$ cat src/tlc_defs.vh
// Constants for the twisted-pair line code and transmit control block.
// Assumes one 25 MHz clock and a synchronous active-low reset.
//
// Contract
// - Ones step level, zeros hold level
// - Receive three-level back to binary bits
// - Receive data valid only when unsquelched
// - 10M pulse from ROM into DAC
// - 10M idle sends only link pulses
// - Amplitude trim two percent steps, 1000 unity
// - Edge trim minus quarter to plus half
// - Shielded select switches output current
// - LED selects choose transmit, receive or activity
// - Selected LEDs low 100 ms per packet
// - Disable forces idle, no pulses, no loopback
// - Powerdown floats outputs, rest runs
`ifndef TLC_DEFS_VH
`define TLC_DEFS_VH

// Register offsets
`define TLC_REG_CFG        4'h0
`define TLC_REG_LEDSEL     4'h1
`define TLC_REG_STATUS     4'h2
`define TLC_REG_GAIN       4'h3

// Configuration fields
`define TLC_CFG_AMP_LSB    0
`define TLC_CFG_EDGE_LSB   4
`define TLC_CFG_SHIELD     6
`define TLC_CFG_DIS        7
`define TLC_CFG_PDN        8
`define TLC_CFG_SPEED100   9
`define TLC_CFG_LOOP       10
`define TLC_CFG_RESET      11'h008

// LED select codes, two bits per output
`define TLC_LED_OFF        2'h0
`define TLC_LED_TX         2'h1
`define TLC_LED_RX         2'h2
`define TLC_LED_ACT        2'h3

// MLT3 levels
`define TLC_LVL_ZERO       2'h0
`define TLC_LVL_POS        2'h1
`define TLC_LVL_NEG        2'h3

// Timing
`define TLC_CLK_MHZ        25
`define TLC_LED_MS         100
`define TLC_SAMPLE_DIV     2
`define TLC_ROM_DEPTH      16
`define TLC_LINKPULSE_US   16000

`endif

$ cat src/tlc_line_code.v
// Line code and transmit control for a twisted-pair PHY front end.
// Scrambler serial bits arrive one per clock at 100M; comparator outputs are
// synchronous to clk. Registers sit on a plain strobe port.
`timescale 1ns/1ps
`default_nettype none
`include "tlc_defs.vh"
module tlc_line_code #(
   parameter LED_CYCLES  = `TLC_CLK_MHZ * 1000 * `TLC_LED_MS,
   parameter LINK_CYCLES = `TLC_CLK_MHZ * `TLC_LINKPULSE_US
) (
   input  wire        clk,
   input  wire        reset_n,
   input  wire [3:0]  regAddr,
   input  wire [15:0] regWrData,
   input  wire        regWrite,
   input  wire        regRead,
   output reg  [15:0] regRdData,
   input  wire        txBit,
   input  wire        txActive,
   input  wire        tenBit,
   input  wire        tenActive,
   input  wire        rxPos,
   input  wire        rxNeg,
   input  wire        rxUnsquelch,
   input  wire        rxPacket,
   output reg         rxBit,
   output reg         rxValid,
   output reg  [1:0]  mltLevel,
   output reg  [7:0]  dacSample,
   output reg         dacLoad,
   output wire [3:0]  txAmplitudeTrim,
   output wire [1:0]  txEdgeRateTrim,
   output wire        shieldedMode,
   output wire        txOutEn,
   output wire        loopbackEn,
   output wire [5:0]  programmableLedOutputsOut,
   output wire [5:0]  programmableLedOutputsOe
);
   ////////////////////////////////////////////////////////////////////
   // Registers
   reg [10:0] cfg_q;
   reg [11:0] ledSel_q;
   wire speed100 = cfg_q[`TLC_CFG_SPEED100];
   wire txDis    = cfg_q[`TLC_CFG_DIS];
   wire txPdn    = cfg_q[`TLC_CFG_PDN];
   reg        txLedOn_q;
   reg        rxLedOn_q;

   // Gain in percent for a trim code
   function [7:0] gainPct;
      input [3:0] code;
      begin
         gainPct = 8'h74 - {3'h0, code, 1'b0};
      end
   endfunction

   always @(posedge clk) begin
      if (!reset_n) begin
         cfg_q    <= `TLC_CFG_RESET;
         ledSel_q <= 12'h000;
      end else if (regWrite) begin
         case (regAddr)
            `TLC_REG_CFG:    cfg_q    <= regWrData[10:0];
            `TLC_REG_LEDSEL: ledSel_q <= regWrData[11:0];
            default: ;
         endcase
      end
   end

   always @(posedge clk) begin
      if (!reset_n)
         regRdData <= 16'h0000;
      else if (regRead) begin
         case (regAddr)
            `TLC_REG_CFG:    regRdData <= {5'h00, cfg_q};
            `TLC_REG_LEDSEL: regRdData <= {4'h0, ledSel_q};
            `TLC_REG_STATUS: regRdData <= {11'h000, txLedOn_q, rxLedOn_q,
                                           rxUnsquelch, mltLevel};
            `TLC_REG_GAIN:   regRdData <= {8'h00, gainPct(txAmplitudeTrim)};
            default:         regRdData <= 16'h0000;
         endcase
      end else
         regRdData <= 16'h0000;
   end

   assign txAmplitudeTrim = cfg_q[`TLC_CFG_AMP_LSB +: 4];
   assign txEdgeRateTrim  = cfg_q[`TLC_CFG_EDGE_LSB +: 2];
   assign shieldedMode    = cfg_q[`TLC_CFG_SHIELD];
   assign txOutEn         = ~txPdn;
   assign loopbackEn      = cfg_q[`TLC_CFG_LOOP] & ~txDis;

   ////////////////////////////////////////////////////////////////////
   // 100M MLT3 encoder
   reg [1:0] phase_q;
   always @(posedge clk) begin
      if (!reset_n) begin
         phase_q  <= 2'h0;
         mltLevel <= `TLC_LVL_ZERO;
      end else if (txDis || !speed100) begin
         mltLevel <= `TLC_LVL_ZERO;
      end else if (txBit) begin
         phase_q <= phase_q + 2'h1;
         case (phase_q)
            2'h0:    mltLevel <= `TLC_LVL_POS;
            2'h2:    mltLevel <= `TLC_LVL_NEG;
            default: mltLevel <= `TLC_LVL_ZERO;
         endcase
      end
   end

   ////////////////////////////////////////////////////////////////////
   // 100M MLT3 decoder
   always @(posedge clk) begin
      if (!reset_n) begin
         rxBit   <= 1'b0;
         rxValid <= 1'b0;
      end else begin
         rxValid <= speed100 & rxUnsquelch;
         // Any nonzero level is a one
         rxBit   <= speed100 & rxUnsquelch & (rxPos ^ rxNeg);
      end
   end

   ////////////////////////////////////////////////////////////////////
   // 10M waveshaper; bits pass through a pulse replay
   reg  [3:0]  romAddr_q;
   reg         romRun_q;
   reg         romInv_q;
   reg         sampleEn_q;
   reg         loadDly_q;
   localparam DIVW = $clog2(`TLC_SAMPLE_DIV+1);
   reg  [DIVW-1:0] div_q;
   reg  [31:0] linkCnt_q;
   wire [7:0]  romData;
   wire        linkDue = (linkCnt_q == LINK_CYCLES - 1);
   // Idle only link pulses
   // A pulse starts while tenActive is high and no pulse runs; a zero tenBit replays it inverted
   wire        startPulse = !speed100 && !txDis && !romRun_q &&
                            (tenActive || linkDue);

   tlc_wave_rom #(.AW(4), .DW(8)) uRom (
      .clk  (clk),
      .addr (romAddr_q),
      .data (romData)
   );

   always @(posedge clk) begin
      if (!reset_n) begin
         div_q      <= {DIVW{1'b0}};
         sampleEn_q <= 1'b0;
         linkCnt_q  <= 32'h0000_0000;
      end else begin
         sampleEn_q <= (div_q == `TLC_SAMPLE_DIV - 1);
         div_q      <= (div_q == `TLC_SAMPLE_DIV - 1) ? {DIVW{1'b0}} : div_q + 1'b1;
         linkCnt_q  <= (tenActive || linkDue) ? 32'h0000_0000 : linkCnt_q + 32'h1;
      end
   end

   always @(posedge clk) begin
      if (!reset_n) begin
         romAddr_q <= 4'h0;
         romRun_q  <= 1'b0;
         romInv_q  <= 1'b0;
         loadDly_q <= 1'b0;
         dacSample <= 8'h00;
         dacLoad   <= 1'b0;
      end else begin
         loadDly_q <= romRun_q & sampleEn_q;
         dacLoad   <= loadDly_q;
         if (loadDly_q)
            dacSample <= romInv_q ? ~romData : romData;
         else if (!romRun_q)
            dacSample <= 8'h00;
         if (startPulse) begin
            romRun_q  <= 1'b1;
            romAddr_q <= 4'h0;
            romInv_q  <= tenActive & ~tenBit;
         end else if (romRun_q && sampleEn_q) begin
            romAddr_q <= romAddr_q + 4'h1;
            if (romAddr_q == `TLC_ROM_DEPTH - 1)
               romRun_q <= 1'b0;
         end
         if (txDis)
            romRun_q <= 1'b0;
      end
   end

   ////////////////////////////////////////////////////////////////////
   // Activity LEDs; retrigger restarts the stretch
   reg [31:0] txLedCnt_q;
   reg [31:0] rxLedCnt_q;
   reg        txWas_q;
   reg        rxWas_q;
   wire       txAny = txActive | tenActive;
   integer k;
   reg [5:0]  ledLow;

   always @(posedge clk) begin
      if (!reset_n) begin
         txLedCnt_q <= 32'h0;
         rxLedCnt_q <= 32'h0;
         txLedOn_q  <= 1'b0;
         rxLedOn_q  <= 1'b0;
         txWas_q    <= 1'b0;
         rxWas_q    <= 1'b0;
      end else begin
         txWas_q <= txAny & ~txDis;
         rxWas_q <= rxPacket;
         if (txAny && !txDis && !txWas_q) begin
            txLedCnt_q <= LED_CYCLES - 1;
            txLedOn_q  <= 1'b1;
         end else if (txLedCnt_q != 32'h0)
            txLedCnt_q <= txLedCnt_q - 32'h1;
         else
            txLedOn_q <= 1'b0;
         if (rxPacket && !rxWas_q) begin
            rxLedCnt_q <= LED_CYCLES - 1;
            rxLedOn_q  <= 1'b1;
         end else if (rxLedCnt_q != 32'h0)
            rxLedCnt_q <= rxLedCnt_q - 32'h1;
         else
            rxLedOn_q <= 1'b0;
      end
   end

   always @* begin
      ledLow = 6'h00;
      for (k = 0; k < 6; k = k + 1) begin
         case (ledSel_q[2*k +: 2])
            `TLC_LED_TX:  ledLow[k] = txLedOn_q;
            `TLC_LED_RX:  ledLow[k] = rxLedOn_q;
            `TLC_LED_ACT: ledLow[k] = txLedOn_q | rxLedOn_q;
            default:      ledLow[k] = 1'b0;
         endcase
      end
   end

   // Open drain: drive low only
   assign programmableLedOutputsOut = 6'h00;
   assign programmableLedOutputsOe  = ledLow;
endmodule
`default_nettype wire

$ cat src/tlc_wave_rom.v
// Waveform sample ROM for 10 Mbit/s pulse shaping.
// Read data registered; one cycle after the address.
`timescale 1ns/1ps
`default_nettype none
module tlc_wave_rom #(
   parameter AW = 4,
   parameter DW = 8
) (
   input  wire          clk,
   input  wire [AW-1:0] addr,
   output reg  [DW-1:0] data
);
   reg [DW-1:0] rom [0:(1<<AW)-1];
   integer i;
   // Half-sine stair of a single pulse
   initial begin
      for (i = 0; i < (1<<AW); i = i + 1)
         rom[i] = 8'h00;
      rom[0] = 8'h20; rom[1] = 8'h60; rom[2] = 8'hA0; rom[3] = 8'hD8;
      rom[4] = 8'hF8; rom[5] = 8'hFF; rom[6] = 8'hF0; rom[7] = 8'hC8;
      rom[8] = 8'h90; rom[9] = 8'h58; rom[10] = 8'h28; rom[11] = 8'h08;
   end
   always @(posedge clk) begin
      data <= rom[addr];
   end
endmodule
`default_nettype wire
$ cat config.mk
export PLATFORM = sky130hd
export DESIGN_NAME = tlc_line_code
export DESIGN_NICKNAME = d
export VERILOG_FILES = /design/src/tlc_line_code.v /design/src/tlc_wave_rom.v
export VERILOG_INCLUDE_DIRS = /design/src
export SDC_FILE = /design/constraint.sdc
export NUM_CORES = 1
export LEC_CHECK = 0
export ABC_AREA = 1
export BUFFER_PORTS_ARGS = -buffer_cell sky130_fd_sc_hd__buf_2
export CAP_MARGIN = 20
export CORE_MARGIN = 5
export CORE_UTILIZATION = 33
export DETAILED_ROUTE_END_ITERATION = 10
export PLACE_DENSITY = 0.46
export REMOVE_ABC_BUFFERS = 1
export SLEW_MARGIN = 20
export SYNTH_ARGS = -nofsm -noshare
export SYNTH_HDL_FRONTEND = slang
export SYNTH_SLANG_ARGS = --single-unit
export TNS_END_PERCENT = 5
$ cat constraint.sdc
create_clock -name clk -period 2 [get_ports clk]
set_input_delay 0 -clock clk [delete_from_list [all_inputs] [get_ports clk]]
set_output_delay 0 -clock clk [all_outputs]
set_load 0.005 [all_outputs]
**Word level (Yosys, flattened, before mapping)**

Memories as Yosys holds them, arrays and structs flattened. A register that Yosys moved wholly into a read port is not among the register bits.
Cells that the tools add are included.

- Reduce and logical (&&, ||, !) cells: 34
- Bitwise logic cells: 15
- Equal/unequal tests: 28
- Add/sub/neg operators: 7
- Multiplexer cells: 22

Operators by type and width:

| cell | number |
|---|---|
| $mux 22 | 4 |
| $reduce_bool 32->1 | 2 |
| $sub 32x1->32 const B | 2 |
| $pmux 12 s4 | 1 |
| $add 32x1->32 const B | 1 |
| $eq 32x19->1 const B | 1 |
| $eq 2x2->1 const B | 13 |
| $mux 8 | 3 |
| $pmux 1 s3 | 6 |
| $eq 2x1->1 const B | 7 |
| $reduce_or 2->1 | 7 |
| $reduce_and 2->1 | 5 |
| $eq 4x2->1 const B | 2 |
| $not 8->8 | 1 |
| $reduce_bool 2->1 | 4 |
| $sub 7x5->8 const A | 1 |
| $logic_and 1x1->1 | 7 |
| $mux 1 | 7 |
| $and 1x1->1 | 6 |
| $logic_not 1->1 | 5 |
| $not 1->1 | 5 |
| $add 2x1->2 const B | 2 |
| $add 4x1->4 const B | 1 |
| $eq 4x1->1 const B | 1 |
| 9 further kinds | 12 |

- Word-level logic and storage cells: 131
- Output and inout port bits: 50
- Bits of input ports: 32
- Bits in registers: 164
- Memories kept: 1
- ROM bits: 128

Memory list:

| name | depth | width | read ports | clocked after Yosys merged registers in | write ports | line | text |
|---|---|---|---|---|---|---|---|
| uRom.rom | 16 | 8 | 1 | 1 | 0 | tlc_wave_rom.v:13 | `reg [DW-1:0] rom [0:(1<<AW)-1];` |

**Longest topological paths before layout**

- Word-level depth: 6
- Gate-level depth with buffers: 12
- Depth with buffers taken out: 11

**Cells and area by module**

A second synthesis with hierarchy kept.

- Cells, all modules: 1302
- Area total of the unflattened synthesis: 8506.9 um^2

By module, submodules not included:

| module | area each (um^2) | cells each | instances | sequential area each (um^2) |
|---|---|---|---|---|
| tlc_line_code | 8262.9 | 1270 | 1 | 3203.1 |
| tlc_wave_rom | 244.0 | 32 | 1 | 120.1 |

**Worst setup path after synthesis**

OpenSTA, ideal clock, no wires.

- Path kind: register -> register
- Start point: reg rxLedCnt_q[0]
- End point: reg rxLedCnt_q[30]
- Data arrival time: 1.308 ns
- Required time: 1.871 ns
- Clock period less this slack: 1.437 ns
- Buffers on the path: 0
- Slack: 0.563 ns
- Cell stages (with the launch flop): 10
- Library setup time: 0.129 ns
- Cells stage by stage: dfxtp_1 -> inv_1 -> ha_1 -> inv_1 -> nor2_2 -> nand2_1 -> o21ai_0 -> nand2_1 -> nand2_1 -> nor2_1

- Word-level cells in the longest chain between the ends: 1
- Elaborated cells on any way between the ends: 2
- Classes of those cells: 1 x add/sub; 1 x reduce/logical

RTL lines:

| what | line | text |
|---|---|---|
| start: declaration | tlc_line_code.v:191 | `reg [31:0] rxLedCnt_q;` |
| start signal: assignment | tlc_line_code.v:217 | `rxLedCnt_q <= LED_CYCLES - 1;` |
| start signal: assignment | tlc_line_code.v:220 | `rxLedCnt_q <= rxLedCnt_q - 32'h1;` |
| $sub 32x1->32 or $reduce_bool 32->1 (tied branches) | tlc_line_code.v:220, tlc_line_code.v:219 |  |

Parallel ways exist; a longest one is shown, timed or not.
A chain may end at the register's enable or synchronous reset.

**Worst setup path after layout**

- Start point: in reset_n
- End point: reg rxBit

RTL lines:

| what | line | text |
|---|---|---|
| start: declaration | tlc_line_code.v:12 | `input wire reset_n,` |
| end signal: assignment | tlc_line_code.v:120 | `rxBit <= speed100 & rxUnsquelch & (rxPos ^ rxNeg);` |
| end: declaration | tlc_line_code.v:26 | `output reg rxBit,` |

No word-level cell between the ends.

==> impl_results.md <==
* # IOs at 82
* Root buffer cell: clkbuf_16
* Share of layout cells above drive strength 1 at 13.0%
* Chip width at 172 um
* Max clock buf depth at 2
* Gpl congestion at 0.872
* H-Tree Depth at 4
* Row count at 59
* Fmax at 0.557 GHz
* ANT nets after route at 0
* Worst-path maximum fanout at 30
* Detailed Place HPWL at 17500 um
* Async set-or-reset flop fraction in the synthesized netlist at 0%
* Net Sw Frac at 28.2%
* Clock network power share at 44.3%
* Reg2reg end: linkCnt_q[26]
* First-pass GRT wire length at 38100 um
* Min Tclk post-route at 1.80 ns
* CORE AREA at 26000 um^2
* Final net count at 1438
* CP Capture Type: register
* Total Power at 8040 uW
* CTS-repair resized insts at 0
* Hold wc startpoint: tenActive
* Library cells used by synthesis at 45
* CTS tree: yes
* Gate power share at 12.6%
* Final wirelength at 23100 um
* Commonest non-fill, non-tap cell in the layout: nand2_1
* R2r setup slk at 0.28 ns
* Status: finished, final reports clean
* Hold endpoint: linkCnt_q[30]
* Latest clock arrival within the worst-skew pair at 0.44 ns
* # clock sinks at 164
* Worst path slowest cell: dlygate4sd3_1
* Worst Max-Slew Pin Slew at 0.598 ns
* Cell-internal power at 5770 uW
* Most frequent CP cell: dlygate4sd3_1
* Ranking of synthesized cells by area: dfxtp_1 (38%), nand2_1 (15%), nor2_1 (9.3%), inv_1 (6.3%), a21oi_1 (5.0%)
* Hold Fails Final Rpt at 0
* DR WL/cell at 13.3 um
* RSZ-0062 raised after global routing: false
* Arr. time, crit path at 2.18 ns
* Worst-path clk slew at 0.08 ns
* Max_slew headroom at 60.0%
* Synth Instances at 1302
* Hold Path Depth at 4
* Register share of total power at 43.0%
* Die area at 29600 um^2
* Peak supply drop at 509 uV
* Tcrit/Tclk final at 89.8%
* TritonRoute pass-1 iters at 5
* Largest net degree at the start of global routing at 31
* N_diodes at 0
* Pins Over Slew Limit at 0
* Sequential share of the synthesized area at 37.9%
* Pleak at 0.00437 uW
* Startpoint types: primary input
* Synth Area per Inst at 6.65 um^2
* FF-to-FF path depth at 9
* Synth area leader: dfxtp_1
* Setup TNS at 0 ns
* GRT overflow at 0
* Most frequent cells in the layout: nand2_1 (338), nor2_1 (214), dfxtp_1 (164), inv_1 (145), a21oi_1 (86)
* DR iter-0 viols at 402
* Ys Warns at 0
* Slowest stage delay, CP at 0.60 ns
* Area Growth Syn to Fin at 17.6%
* HP Class: primary input to register
* Critical R2R Launch: linkCnt_q[0]
* Cts bufs inserted at 17
* Synth top area share at 37.9%
* Setup violators final at 0
* Overall routing resource usage at 16.0%
* DIE HEIGHT at 172 um
* Initial antenna violation count at 0
* WS Path Type: primary input to register
* # DRC at 0
* Required @ worst endpoint at 2.38 ns
* Vias in the first global route at 7644
* Max Cap Viol at 0
* Clk_skew at 0.0123 ns
* Number of synthesized flops with an enable pin at 0
* Drt via density at 4.57
* #FFs+latches synth at 164
* Crit-path cells: dlygate4sd3_1 -> buf_2 -> inv_1 -> buf_12 -> nor4_1 -> dlygate4sd3_1
* IO buf count at 67
* Mapped Area at 8660 um^2
* Most used DFF post-synth: dfxtp_1
* Starting Density at 33.3%
* Switching power at 2270 uW
* Fillers at 2804
* Pwr Density at 789 nW/um^2
* DR vias at 7949
[registers in the layout (all words and copies together) (netlist names), 2 cells and up]
| signal | cells |
|---|---|
| cfg_q | 11 |
| rxLedCnt_q | 32 |
| dacSample | 6 |
| ledSel_q | 12 |
| phase_q | 2 |
| regRdData | 12 |
| mltLevel | 2 |
| uRom.data | 6 |
| romAddr_q | 4 |
| txLedCnt_q | 32 |
| linkCnt_q | 32 |
| div_q | 2 |
[cell type report]
class / instances / area [um^2] / share of cell area, %
Multi-Input combinational cell: 944 / 4540 / 44.5
Sequential cell: 164 / 3280 / 32.2
Timing Repair Buffer: 108 / 731 / 7.17
Inverter: 156 / 586 / 5.75
Clock buffer: 19 / 443 / 4.35
Tap cell: 335 / 419 / 4.11
Clock inverter: 13 / 189 / 1.85
[cell usage after synthesis (8+ instances only)]
master	number
dfxtp_1	164
ha_1	15
o22ai_1	13
inv_2	8
nand3_1	74
nor3_1	19
nand2_1	338
clkbuf_1	13
inv_1	145
xor2_1	25
a21oi_1	86
buf_4	22
xnor2_1	13
nor2_2	29
nand4_1	12
o21ai_0	49
nor2_1	214
[per-stage QoR]
step | hold slack [ns] | cell area [um^2] | util [%] | setup slack (ns) | std cells
2_1_floorplan | 0.0935 | 8410 | - | 0.322 | 1264
3_3_place_gp | 0.251 | 9310 | 35.8 | 0.295 | 1682
3_5_place_dp | 0.257 | 9310 | 35.8 | 0.284 | 1682
4_1_cts | 0.0108 | 10200 | 39.2 | 0.248 | 1739
5_1_grt | 0.0475 | 10200 | 39.2 | 0.0365 | 1739
6_report | 0.0170 | 10200 | 39.2 | 0.203 | 1739
[timing repair]
| action | 4_1_cts | 5_1_grt |
|---|---|---|
| hold buffers | 25 | 0 |
| setup endpoints to repair | 0 | 0 |
| buffers inserted | 0 | 0 |
| hold endpoints to repair | 33 | 0 |
[worst max path at each step]
stage	slack, ns	cells after the start	to	startpoint
detailed placement	0.28	9	linkCnt_q[19]	linkCnt_q[0]
floorplan	0.32	9	rxLedCnt_q[21]	rxLedCnt_q[0]
global placement	0.29	9	linkCnt_q[19]	linkCnt_q[0]
CTS	0.25	9	linkCnt_q[26]	linkCnt_q[0]
finish	0.20	6	rxBit	reset_n
global route	0.04	9	linkCnt_q[26]	linkCnt_q[0]
[routing by layer]
metal | vias up | part of all wire [%] | track usage [%]
met1 | 3581 | 50 | 21.6
li1 | 4247 | - | -
met2 | 98 | 46 | 26.3
met3 | 23 | 2.6 | 2.72
met4 | 0 | 1.5 | 4.78
met5 | - | 0 | 0
[power by group through the flow]
stage	combinational, uW	clock (uW)	sequential [uW]
2_1_floorplan	704	0	3510
3_3_place_gp	982	0	3540
3_5_place_dp	984	0	3540
4_1_cts	1030	3690	3460
5_1_grt	1170	3820	3480
6_report	1020	3560	3460
[worst max-delay path: cells and delay by family]
kind                   cells  cell delay, ns
buffers and inverters      5            1.87
and+or+nand+nor            1            0.30
[logic make-up after synthesis]
kind of cell / share of synthesized area (%)
buffers and inverters: 10.1
adders and majority gates: 2.17
DFF: 37.9
and+or+nand+nor: 36.2
xor gates and xnor gates: 3.84
AOI/OAI and AO/OA: 9.71
other: 0.0433
Power figures use the tool's default switching activity.
